File: src/hdl/spindle_pkg.sv
// Purpose: Shared constants and types for the spindle speed discriminator
// Assumes: 100 MHz system clock, nominal 1 MHz external reference
// Notes:   Times are kept in microseconds, cycle counts derive from them
`default_nettype none
package spindle_pkg;
    // System clock rate
    localparam int unsigned CLK_FREQ_MHZ = 100;

    // Discriminator counts in divided-reference ticks
    localparam int          CNT_W        = 12;
    localparam logic [11:0] CNT_HIGH     = 12'h56C;
    localparam logic [11:0] CNT_MED      = 12'h342;
    localparam logic [11:0] CNT_LOW      = 12'h682;

    // One-shot times, typical values
    localparam int unsigned T_DLY_LOW_US  = 2000;
    localparam int unsigned T_DLY_HIGH_US = 1670;
    localparam int unsigned T_DLY_MED_US  = 1000;
    localparam int unsigned T_WIDTH_US    = 2140;
    localparam int          TMR_W         = 18;

    // Three-level speed select after the level comparator
    typedef enum logic [1:0] {
        SPD_LOW  = 2'b00,
        SPD_MED  = 2'b01,
        SPD_HIGH = 2'b10
    } speed_sel_t;

    typedef enum logic [1:0] {
        ERR_NONE = 2'b00,
        ERR_SLOW = 2'b01,
        ERR_FAST = 2'b10
    } err_state_t;

    typedef enum logic [1:0] {
        IDX_IDLE  = 2'b00,
        IDX_DELAY = 2'b01,
        IDX_PULSE = 2'b10
    } idx_state_t;

    // Asynchronous pin inputs, synchronised together
    typedef struct packed {
        logic       osc;
        logic       tacho;
        logic       standby;
        logic       index;
        logic [1:0] speed;
    } pins_t;
endpackage
`default_nettype wire

File: src/hdl/spindle_speed_discriminator.sv
// Purpose: Digital speed servo and index one-shots of a spindle driver
// Assumes: All pin inputs are asynchronous to i_clk
// Notes:   Speed error pin is out plus output enable, no high-Z inside
// How it works
// - Reference clock is oscillator divided by two
// - Count 1388 high, 834 medium, 1666 low
// - Error pulse length follows period difference
// - Lock when tacho period equals count ticks
// - Nominal lock 360, 600, 300 Hz tacho
// - Run when standby input low, idle when high
// - Hall bias off in standby, on running
// - Index delay 1.67, 1.00, 2.00 ms
// - Delay starts at index zero crossing
// - Then 2.14 ms timing output pulse
`default_nettype none
module spindle_speed_discriminator
    import spindle_pkg::*;
#(
    parameter int unsigned DLY_LOW_CYC  = T_DLY_LOW_US * CLK_FREQ_MHZ,
    parameter int unsigned DLY_HIGH_CYC = T_DLY_HIGH_US * CLK_FREQ_MHZ,
    parameter int unsigned DLY_MED_CYC  = T_DLY_MED_US * CLK_FREQ_MHZ,
    parameter int unsigned WIDTH_CYC    = T_WIDTH_US * CLK_FREQ_MHZ
) (
    // Clock and reset
    input  wire logic       i_clk,
    input  wire logic       i_rst_n,
    // Pins from the motor and controller
    input  wire logic       i_osc,
    input  wire logic       i_tacho_pulse,
    input  wire logic       i_run_standby_select,
    input  wire logic       i_index_sense_pos,
    input  wire logic [1:0] i_speed_select,
    // Pins to the integrator, sensors and controller
    output logic            o_speed_error_out,
    output logic            o_speed_error_oe,
    output logic            o_hall_bias_on,
    output logic            o_index_pulse_out
);
    import spindle_pkg::*;

    logic [1:0]       rst_sync_reg;
    logic             rst_n_s;
    pins_t            pins_raw;
    pins_t            meta_reg;
    pins_t            pins_reg;
    pins_t            prev_reg;
    logic             osc_rise;
    logic             tacho_rise;
    logic             index_rise;
    logic             standby;
    logic [CNT_W-1:0] target;
    logic [TMR_W-1:0] dly_load;

    logic             div_reg, div_next;
    logic             ref_tick_reg, ref_tick_next;
    err_state_t       err_reg, err_next;
    logic [CNT_W-1:0] cnt_reg, cnt_next;
    logic [CNT_W-1:0] rem_reg, rem_next;
    logic             out_reg, out_next;
    logic             oe_reg, oe_next;
    logic             bias_reg, bias_next;
    idx_state_t       idx_reg, idx_next;
    logic [TMR_W-1:0] tmr_reg, tmr_next;
    logic             pulse_reg, pulse_next;

    // Reset release synchroniser
    always_ff @(posedge i_clk or negedge i_rst_n) begin
        if (!i_rst_n) begin
            rst_sync_reg <= 2'b00;
        end else begin
            rst_sync_reg <= {rst_sync_reg[0], 1'b1};
        end
    end
    assign rst_n_s = rst_sync_reg[1];

    // Pin synchroniser and edge history
    assign pins_raw = '{osc: i_osc, tacho: i_tacho_pulse,
                        standby: i_run_standby_select,
                        index: i_index_sense_pos, speed: i_speed_select};

    always_ff @(posedge i_clk or negedge rst_n_s) begin
        if (!rst_n_s) begin
            meta_reg <= '0;
            pins_reg <= '0;
            prev_reg <= '0;
        end else begin
            meta_reg <= pins_raw;
            pins_reg <= meta_reg;
            prev_reg <= pins_reg;
        end
    end

    assign osc_rise   = pins_reg.osc & ~prev_reg.osc;
    assign tacho_rise = pins_reg.tacho & ~prev_reg.tacho;
    assign index_rise = pins_reg.index & ~prev_reg.index;
    assign standby    = pins_reg.standby;

    // Count and delay chosen by the speed select level
    always_comb begin
        case (speed_sel_t'(pins_reg.speed))
            SPD_HIGH: begin
                target   = CNT_HIGH;
                dly_load = TMR_W'(DLY_HIGH_CYC - 1);
            end
            SPD_MED: begin
                target   = CNT_MED;
                dly_load = TMR_W'(DLY_MED_CYC - 1);
            end
            default: begin
                target   = CNT_LOW;
                dly_load = TMR_W'(DLY_LOW_CYC - 1);
            end
        endcase
    end

    // Speed discriminator next state
    always_comb begin
        div_next      = div_reg;
        ref_tick_next = 1'b0;
        err_next      = err_reg;
        cnt_next      = cnt_reg;
        rem_next      = rem_reg;
        if (standby) begin
            div_next = 1'b0;
            err_next = ERR_NONE;
            cnt_next = '0;
            rem_next = '0;
        end else begin
            if (osc_rise) begin
                div_next      = ~div_reg;
                ref_tick_next = div_reg;
            end
            if (tacho_rise) begin
                // Early edge means fast: low for the missing ticks
                cnt_next = '0;
                if (cnt_reg < target) begin
                    err_next = ERR_FAST;
                    rem_next = target - cnt_reg;
                end else begin
                    err_next = ERR_NONE;
                    rem_next = '0;
                end
            end else if (ref_tick_reg) begin
                if (cnt_reg < target) begin
                    cnt_next = cnt_reg + 1'b1;
                end
                if (cnt_reg + 1'b1 >= target) begin
                    // Period overran: slow until the next edge
                    err_next = ERR_SLOW;
                end else if (err_reg == ERR_FAST) begin
                    rem_next = rem_reg - 1'b1;
                    if (rem_reg == 12'h001) begin
                        err_next = ERR_NONE;
                    end
                end
            end
        end
        out_next  = (err_next == ERR_SLOW);
        oe_next   = (err_next != ERR_NONE);
        bias_next = ~standby;
    end

    always_ff @(posedge i_clk or negedge rst_n_s) begin
        if (!rst_n_s) begin
            div_reg      <= 1'b0;
            ref_tick_reg <= 1'b0;
            err_reg      <= ERR_NONE;
            cnt_reg      <= '0;
            rem_reg      <= '0;
            out_reg      <= 1'b0;
            oe_reg       <= 1'b0;
            bias_reg     <= 1'b0;
        end else begin
            div_reg      <= div_next;
            ref_tick_reg <= ref_tick_next;
            err_reg      <= err_next;
            cnt_reg      <= cnt_next;
            rem_reg      <= rem_next;
            out_reg      <= out_next;
            oe_reg       <= oe_next;
            bias_reg     <= bias_next;
        end
    end

    // Index delay and width one-shots next state
    always_comb begin
        idx_next   = idx_reg;
        tmr_next   = tmr_reg;
        pulse_next = 1'b0;
        if (standby) begin
            idx_next = IDX_IDLE;
            tmr_next = '0;
        end else begin
            case (idx_reg)
                IDX_IDLE: begin
                    if (index_rise) begin
                        idx_next = IDX_DELAY;
                        tmr_next = dly_load;
                    end
                end
                IDX_DELAY: begin
                    if (tmr_reg == '0) begin
                        idx_next   = IDX_PULSE;
                        tmr_next   = TMR_W'(WIDTH_CYC - 1);
                        pulse_next = 1'b1;
                    end else begin
                        tmr_next = tmr_reg - 1'b1;
                    end
                end
                IDX_PULSE: begin
                    if (tmr_reg == '0) begin
                        idx_next = IDX_IDLE;
                    end else begin
                        tmr_next   = tmr_reg - 1'b1;
                        pulse_next = 1'b1;
                    end
                end
                default: begin
                    idx_next = IDX_IDLE;
                    tmr_next = '0;
                end
            endcase
        end
    end

    always_ff @(posedge i_clk or negedge rst_n_s) begin
        if (!rst_n_s) begin
            idx_reg   <= IDX_IDLE;
            tmr_reg   <= '0;
            pulse_reg <= 1'b0;
        end else begin
            idx_reg   <= idx_next;
            tmr_reg   <= tmr_next;
            pulse_reg <= pulse_next;
        end
    end

    assign o_speed_error_out = out_reg;
    assign o_speed_error_oe  = oe_reg;
    assign o_hall_bias_on    = bias_reg;
    assign o_index_pulse_out = pulse_reg;

    a_ref_div_half: assert property (
        @(posedge i_clk) disable iff (!rst_n_s)
        ref_tick_reg |-> !div_reg && $past(osc_rise) && !ref_tick_next)
        else $error("reference tick not on every second osc edge");

    a_fast_length: assert property (
        @(posedge i_clk) disable iff (!rst_n_s)
        (tacho_rise && !standby && cnt_reg < target)
        |=> err_reg == ERR_FAST && rem_reg == $past(target - cnt_reg))
        else $error("fast error length not the tick shortfall");

    a_slow_count: assert property (
        @(posedge i_clk) disable iff (!rst_n_s)
        err_reg == ERR_SLOW |-> cnt_reg >= target)
        else $error("slow error before full count");

    a_standby_quiet: assert property (
        @(posedge i_clk) disable iff (!rst_n_s)
        standby |=> !o_speed_error_oe && !o_index_pulse_out && !o_hall_bias_on)
        else $error("activity while in standby");

    a_bias_resume: assert property (
        @(posedge i_clk) disable iff (!rst_n_s)
        $fell(standby) |=> o_hall_bias_on)
        else $error("hall bias not restored on run");

    a_delay_start: assert property (
        @(posedge i_clk) disable iff (!rst_n_s)
        (idx_reg == IDX_IDLE && index_rise && !standby)
        |=> idx_reg == IDX_DELAY && tmr_reg == $past(dly_load)
            && !o_index_pulse_out)
        else $error("index delay not loaded for speed");

    a_pulse_width: assert property (
        @(posedge i_clk) disable iff (!rst_n_s)
        (idx_reg == IDX_DELAY && tmr_reg == '0 && !standby)
        |=> o_index_pulse_out && tmr_reg == TMR_W'(WIDTH_CYC - 1))
        else $error("timing pulse not started after delay");

    a_err_drive: assert property (
        @(posedge i_clk) disable iff (!rst_n_s)
        o_speed_error_oe |-> o_speed_error_out == (err_reg == ERR_SLOW)
            && err_reg != ERR_NONE)
        else $error("speed error drive level wrong");

endmodule
`default_nettype wire

File: config.mk
export PLATFORM = sky130hd
export DESIGN_NAME = spindle_speed_discriminator
export DESIGN_NICKNAME = d
export VERILOG_FILES = /design/src/hdl/spindle_pkg.sv /design/src/hdl/spindle_speed_discriminator.sv
export SDC_FILE = /design/constraint.sdc
export NUM_CORES = 1
export LEC_CHECK = 0
export BUFFER_PORTS_ARGS = -buffer_cell sky130_fd_sc_hd__buf_2
export CAP_MARGIN = 20
export CELL_PAD_IN_SITES_DETAIL_PLACEMENT = 1
export CELL_PAD_IN_SITES_GLOBAL_PLACEMENT = 1
export CORE_AREA = 2 2 133 83
export DETAILED_ROUTE_END_ITERATION = 10
export DIE_AREA = 0 0 135 85
export PLACE_DENSITY = 0.79
export SYNTH_ARGS = -nofsm -noshare
export SYNTH_HDL_FRONTEND = slang
export SYNTH_SLANG_ARGS = --single-unit
File: constraint.sdc
create_clock -name i_clk -period 4.4 [get_ports i_clk]
set_input_delay 0.88 -clock i_clk [delete_from_list [all_inputs] [get_ports i_clk]]
set_output_delay 0.88 -clock i_clk [all_outputs]
set_load 0.02 [all_outputs]
Yosys cells after proc, flatten, opt, wreduce, memory -nomap -nowiden
Index checks and enable logic that the tools add are counted.

Register bits after elaboration: 69. Input bits: 8. Logic and storage cells: 99. Output and inout port bits: 4.

Reduce and logical (&&, ||, !) cells: 11. Add/subtract/negate cells: 4. Eq/ne operators: 12. $lt $le $gt $ge: 2. Muxes and demuxes: 37. Bitwise logic cells: 8.

Operator list (number): $mux W12 (10); $mux W18 (4); $pmux W18 S3 (1); $pmux W18 S2 (1); $mux W2 (11); $pmux W11 S2 (1); $logic_not A18 Y1 (1); $sub A18 B1 Y18 const B (1); $ne A3 B3 Y1 const B (5); $add A12 B1 Y12 const B (1); $eq A12 B1 Y1 const B (1); $ge A12 B12 Y1 (1); $lt A12 B12 Y1 (1); $sub A12 B1 Y12 const B (1); $sub A12 B12 Y12 (1); $reduce_bool A3 Y1 (3); $mux W1 (7); $eq A2 B1 Y1 const B (3); $eq A2 B2 Y1 const B (3); $pmux W2 S3 (1); $reduce_and A3 Y1 (2); $not A1 Y1 (5); $reduce_and A2 Y1 (2); $reduce_bool A2 Y1 (2); other kinds (3) (5).

Depth between registers and ports, before layout
Gate-level depths: netlist of the first run.

Word-level depth: 8. Depth in mapped cells: 12. Mapped depth without buffers: 12.

Worst setup path before layout of the first run
OpenSTA, ideal clock, no wires.

Path kind: reg-to-reg. From: register cnt_reg[0]. To: register rem_reg[8]. Clock period less this slack: 3.094 ns. Library setup time: 0.121 ns. Arrival: 2.973 ns. Required time: 4.279 ns. Cell stages (with the launch flop): 13. Path slack: 1.306 ns. Path buffers: 0. Cells stage by stage: dfrtp_1 ha_1 nand3_1 nor2_1 nand3_1 xnor2_1 ha_1 a41o_1 a21oi_1 and4_1 nand2_1 o41a_1 o22a_1.

Cells in the longest elaborated chain, start to end: 4. Elaborated cells between the ends (all ways): 9. Those cells by class: 2 x add/sub; 2 x order compare; 1 x eq/ne; 3 x mux; 1 x reduce/logical.

Ends and longest elaborated chain: from (decl) (RTL line spindle_speed_discriminator.sv:57) `logic [CNT_W-1:0] cnt_reg, cnt_next;`; from (signal assigned) (RTL line spindle_speed_discriminator.sv:177) `cnt_reg <= cnt_next;`; $add A12 B1 Y12 (tied with other cells) (RTL line spindle_speed_discriminator.sv:147) `if (cnt_reg + 1'b1 >= target) begin`; $ge A12 B12 Y1 or $mux W12 (tied branches) (RTL line spindle_speed_discriminator.sv:147, spindle_speed_discriminator.sv:136); $ne A3 B3 Y1 (no line) or $mux W12 (tied branches); $reduce_and A3 Y1 (no line) or $mux W12 (tied branches); to (signal assigned) (RTL line spindle_speed_discriminator.sv:178) `rem_reg <= rem_next;`; to (decl) (RTL line spindle_speed_discriminator.sv:58) `logic [CNT_W-1:0] rem_reg, rem_next;`.

Several ways; a longest one is shown, not always the timed one. A chain may end at the register's enable or synchronous reset.

Worst setup path in the final report of the first run
Same ends and word-level chain as after synthesis.

==> metrics.cfg, run 1 <==
[sta]
fmax_ghz=0.243
post-route-min-period_ns=4.11
post-route-period-util=0.934
tightest_slew_ns=0.931
fin_worst_skew_ns=0.00929
finalMaxSlewViolations=0
fin_tns_setup_ns=0
setup-violations-final=0
maxSlewHeadroom=0.378
fin_ws_ns=0.293
rsz0062_at_grt=false
finalHoldViolCount=0

[power]
p_leak_nw=2.13
power_density_nw_per_um2=387
ir_drop_mv=0.212

[cts]
clk_latency_ns=0.35
cts_buffer_depth=2
post_cts.repair.setup_buffers=0
cts_root_buf=clkbuf_16
hold_buffers=0
htree_levels=3
cts_made_buffers=9
cts_resized=0
cts_tree=yes
clkTransAtPathRegs_ns=0.06
clkSinkCount=69

[yosys]
ys_top_cells_by_area=dfrtp_1 (38%), ha_1 (7.5%), xnor2_1 (4.8%), nor2_1 (4.4%), a21oi_1 (2.9%)
yosys_warnings=0
yosysUniqueCellTypes=74
synth_top_area_cell=dfrtp_1
synth_top_area_share=0.381
syn_nets=543
ys_ff_latch=69
syn_inst=506
synth_ff_type=dfrtp_1
yosysSeqAreaShare=0.381
avgSynthCellArea_sq_um=8.96
syn_area_sq_um=4530
async_flop_share=1.00
synth_edf_count=0

[die]
rows=29
die_h_microns=85
core_area_sq_um=10300
start_util=0.440
dieWidth_microns=135
dieArea_sq_um=11500
io-pin-count=12

[detailed_routing]
wire_per_inst_microns=20.7
antenna_left=0
route.detailed.drc=0
drt-total-wl_microns=13700
dr.pass1.iters=5
initialDrtViolationCount=354
num_vias=4172
vias_per_cell=6.31

[placement]
dpl_worst_slack_ns=0.572
place.gp.congestion=0.909
io_buffers=11
placed_cells=644
dpl.hpwl_microns=9860

[setup_path]
ff2ff_setup_slack_ns=0.29
start_kind=flop
cp_data_arrival_time_ns=4.34
r2r-end=rem_reg[8]$_DFFE_PN0P_
path_delay_family=compound AO/OA/AOI/OAI gates
crit_end=rem_reg[8]$_DFFE_PN0P_
crit_type=flop to flop
startpoint=cnt_reg[0]$_DFFE_PN0P_
slowest_delay_ns=0.74
worst-path-buf-inv=0
cp_slowest_cell=o31ai_1
crit_fanout=10
crit-reg2reg-launch=cnt_reg[0]$_DFFE_PN0P_
path_cells=ha_1, nand3_1, nor2_1, xnor2_1, ha_1, or3_1, o31ai_1, nand2_1, o41a_1, o22a_1
endpoint_kind=flop
crit_top_cell=ha_1
worst-path-stages=10
required_ns=4.63
reg2reg_depth=10

[global_routing]
grt_remaining_overflow=0
grt_pass1_wl_microns=22800
antenna_found_initial=0
grt_pass1_vias=4244
grt_max_degree=68
track_usage=0.254

[flow_run]
maxCapViolations=0

[cells_and_area]
final_cell_mix=dfrtp_1 (68), nor2_1 (53), inv_1 (32)
final_core_util=0.493
syn_to_final_growth_pct=12.1
nets=554
stdcell_count=661
layout-drive-gt1-share=0.0862
num_antenna_cells=0
nFillCells=1214
ff_latch_area_sq_um=1730
final_common_cell=dfrtp_1
multiInputGateArea_sq_um=2620
largest_register_ffs=18

[hold_path]
holdCritPathClass=input port to async pin

[outcome]
status=completed

[worst min path at each step]
stage | from | end | slack [ns] | cells after the start
3_3_place_gp | meta_reg[4]$_DFF_PN0_ | pins_reg[4]$_DFF_PN0_ | 0.33 | 0
6_report | i_rst_n | rst_sync_reg[0]$_DFF_PN0_ | 0.31 | 1
2_1_floorplan | meta_reg[0]$_DFF_PN0_ | pins_reg[0]$_DFF_PN0_ | 0.33 | 0
5_1_grt | i_rst_n | rst_sync_reg[0]$_DFF_PN0_ | 0.31 | 1
3_5_place_dp | meta_reg[3]$_DFF_PN0_ | standby$_DFF_PN0_ | 0.34 | 0
4_1_cts | i_rst_n | rst_sync_reg[0]$_DFF_PN0_ | 0.31 | 1
[where the power goes]
part,switching [W],leakage (nW),internal [W]
combinational,0.000231,1.08,0.000138
sequential,0.0000629,0.890,0.000684
clock,0.000297,0.163,0.000554
total,0.000591,2.13,0.00138
[cells by family (layout without fill, tap and decap cells)]
family | Yosys count | in the layout | synth area share
buffers and inverters | 50 | 66 | 0.0433
XOR/XNOR | 27 | 27 | 0.0522
AO/OA/AOI/OAI | 143 | 143 | 0.220
multiplexers | 1 | 1 | 0.00221
flip-flops | 69 | 69 | 0.381
other | 1 | 1 | 0.000827
AND/OR/NAND/NOR | 186 | 186 | 0.218
adder cells (fa/ha/maj) | 29 | 29 | 0.0833
[synth_stat cells, drive strengths merged (3+ instances only)]
library cell,number
a211o,3
a211oi,7
a21o,4
a21oi,26
a31oi,16
a41oi,3
and3,6
and4,3
clkbuf,14
dfrtp,69
ha,27
inv,32
nand2,31
nand2b,7
nand3,13
nand4,6
nor2,53
nor2b,6
nor3,21
nor4,12
nor4b,5
o211ai,7
o21a,6
o21ai,29
o22a,6
o31ai,8
or2,4
or3,10
or4,3
xnor2,25
[area by class of cell]
cell class              instances  share of cell area
clock buffers                  10              0.0450
clock inverters                 6              0.0219
inverters                      34              0.0251
multi-input cells             387               0.515
flip-flops and latches         69               0.340
well taps                     139              0.0342
repair buffers                 16              0.0190
[metal layers]
layer | global-route usage | vias up | part of all wire
li1 | - | 1891 | -
met4 | 0.0606 | 0 | 0.011
met1 | 0.385 | 2120 | 0.50
met2 | 0.376 | 139 | 0.43
met5 | 0 | - | 0
met3 | 0.0466 | 22 | 0.060
[through the flow]
step	power (W)	instance area, sq um	hold WS, ns
finish	0.00197	5080	0.312
global route	0.00205	5080	0.307
CTS	0.00197	5070	0.307
detailed placement	0.00111	4730	0.336
global placement	0.00109	4730	0.333
floorplan	0.00101	4530	0.331
Note: power is estimated with default switching activity, not from simulation.
==> run 2, diff against run 1 <==
- PLACE_DENSITY: 0.79 -> default
- PLACE_DENSITY_LB_ADDON: default -> 0.1
==> metrics.cfg, run 2 (synthesis results as in run 1) <==
[outcome]
status=completed  ; unchanged

[setup_path]
crit-reg2reg-launch=cnt_reg[0]$_DFFE_PN0P_  ; unchanged
start_kind=flop  ; unchanged
startpoint=cnt_reg[0]$_DFFE_PN0P_  ; unchanged
cp_data_arrival_time_ns=4.04  ; was 4.34 ns
crit_type=flop to flop  ; unchanged
reg2reg_depth=10  ; unchanged
worst-path-stages=10  ; unchanged
endpoint_kind=flop  ; unchanged
cp_slowest_cell=dfrtp_1  ; was o31ai_1
ff2ff_setup_slack_ns=0.58  ; was 0.29 ns
r2r-end=rem_reg[8]$_DFFE_PN0P_  ; unchanged
path_cells=ha_1, nand3_1, nor2_1, xnor2_1, ha_1, or3_1, o31ai_1, nand2_1, o41a_1, o22a_1  ; unchanged
worst-path-buf-inv=0  ; unchanged
slowest_delay_ns=0.56  ; was 0.74 ns
required_ns=4.62  ; was 4.63 ns
crit_fanout=10  ; unchanged
crit_top_cell=ha_1  ; unchanged
path_delay_family=simple AND/OR/NAND/NOR gates  ; was compound AO/OA/AOI/OAI gates

[sta]
post-route-min-period_ns=3.82  ; was 4.11 ns
fmax_ghz=0.262  ; was 0.243 GHz
fin_worst_skew_ns=0.00717  ; was 0.00929 ns
rsz0062_at_grt=false  ; unchanged
finalHoldViolCount=0  ; unchanged
setup-violations-final=0  ; unchanged
finalMaxSlewViolations=0  ; unchanged
tightest_slew_ns=0.855  ; was 0.931 ns
fin_tns_setup_ns=0  ; unchanged
maxSlewHeadroom=0.430  ; was 0.378
post-route-period-util=0.868  ; was 0.934

[detailed_routing]
num_vias=4052  ; was 4,172
vias_per_cell=6.07  ; was 6.31
wire_per_inst_microns=20.5  ; was 20.7 microns
drt-total-wl_microns=13700  ; about the same
dr.pass1.iters=5  ; unchanged
initialDrtViolationCount=287  ; was 354
route.detailed.drc=0  ; unchanged
antenna_left=0  ; unchanged

[die]
core_area_sq_um=10300  ; unchanged
dieWidth_microns=135  ; unchanged
io-pin-count=12  ; unchanged
die_h_microns=85  ; unchanged
start_util=0.440  ; unchanged
dieArea_sq_um=11500  ; unchanged
rows=29  ; unchanged

[placement]
placed_cells=649  ; was 644
dpl.hpwl_microns=10300  ; was 9860 microns
io_buffers=11  ; unchanged
place.gp.congestion=0.870  ; was 0.909

[power]
switching_share=0.318  ; was 0.301
clkPwrFrac=0.397  ; was 0.433
comb_power_share=0.201  ; was 0.187
p_int_w=0.00127  ; was 0.00138 W
seq_power_share=0.402  ; was 0.380
ir_drop_mv=0.255  ; was 0.212 mV
p_leak_nw=2.14  ; was 2.13 nW
p_switching_w=0.000594  ; was 0.000591 W
power_density_nw_per_um2=365  ; was 387 nW/um^2

[cells_and_area]
final_common_cell=dfrtp_1  ; unchanged
multiInputGateArea_sq_um=2620  ; unchanged
largest_register_ffs=18  ; unchanged
stdcell_count=667  ; was 661
layout-drive-gt1-share=0.0966  ; was 0.0862
ff_latch_area_sq_um=1730  ; unchanged
nets=560  ; was 554
final_cell_mix=dfrtp_1 (68), nor2_1 (53), inv_1 (32)  ; unchanged
num_antenna_cells=0  ; unchanged
nFillCells=1208  ; was 1,214
syn_to_final_growth_pct=12.5  ; was 12.1%

[hold_path]
holdCritPathClass=flop to async pin  ; was input port to async pin

[cts]
clkTransAtPathRegs_ns=0.06  ; about the same
hold_buffers=0  ; unchanged
cts_tree=yes  ; unchanged
post_cts.repair.setup_buffers=0  ; unchanged
cts_made_buffers=9  ; unchanged
cts_root_buf=clkbuf_16  ; unchanged
htree_levels=3  ; unchanged
cts_buffer_depth=2  ; unchanged
clkSinkCount=69  ; unchanged
clk_latency_ns=0.34  ; was 0.35 ns
cts_resized=0  ; unchanged

[global_routing]
grt_pass1_vias=4181  ; was 4,244
antenna_found_initial=0  ; unchanged
grt_remaining_overflow=0  ; unchanged
track_usage=0.257  ; was 0.254
grt_max_degree=45  ; was 68
grt_pass1_wl_microns=22600  ; was 22,800 microns

[flow_run]
maxCapViolations=0  ; unchanged

run 2: cell types whose count changed in the layout (fill, tap and decap cells not counted):
cell	delta
bufinv_16	-2
buf_12	+1
clkinv_4	+1
inv_6	+1
clkinvlp_4	+1
clkinv_2	-1
buf_4	+5
run 2: layout make-up:
type / count / share of cell area
clock buffers: 10 / 0.0449
clock inverters: 6 / 0.0140
flip-flops and latches: 69 / 0.339
multi-input cells: 387 / 0.513
repair buffers: 22 / 0.0302
inverters: 34 / 0.0250
well taps: 139 / 0.0341
run 2: how the worst max path moves through the flow:
| stage | end | slack [ns] |
|---|---|---|
| after global placement | rem_reg[8]$_DFFE_PN0P_ | 0.93 |
| after global routing | rem_reg[7]$_DFFE_PN0P_ | 0.32 |
| after detailed placement | rem_reg[8]$_DFFE_PN0P_ | 0.75 |
| after floorplan | rem_reg[8]$_DFFE_PN0P_ | 1.31 |
| after CTS | rem_reg[8]$_DFFE_PN0P_ | 0.71 |
| final | rem_reg[8]$_DFFE_PN0P_ | 0.58 |
run 2: power groups by stage:
stage	clock [W]	sequential (W)	combinational (W)
6_report	0.000740	0.000749	0.000375
5_1_grt	0.000772	0.000757	0.000421
4_1_cts	0.000752	0.000754	0.000359
3_5_place_dp	0	0.000765	0.000357
3_3_place_gp	0	0.000761	0.000349
2_1_floorplan	0	0.000743	0.000263
run 2: per-layer routing:
layer  vias up  wire length [microns]  track usage
met4         0                    100       0.0540
met1      2017                   7480        0.422
met2       129                   5130        0.335
met5         -                      0            0
li1       1897                      -            -
met3         9                    963       0.0579
run 2: per-stage QoR:
step | cell area (sq um) | total power, W | util | hold slack, ns | worst slack, ns
global placement | 4770 | 0.00111 | 0.463 | 0.334 | 0.931
global route | 5100 | 0.00195 | 0.495 | 0.103 | 0.320
detailed placement | 4770 | 0.00112 | 0.463 | 0.336 | 0.748
finish | 5100 | 0.00186 | 0.495 | 0.0945 | 0.582
floorplan | 4530 | 0.00101 | - | 0.331 | 1.31
CTS | 5070 | 0.00187 | 0.492 | 0.301 | 0.714
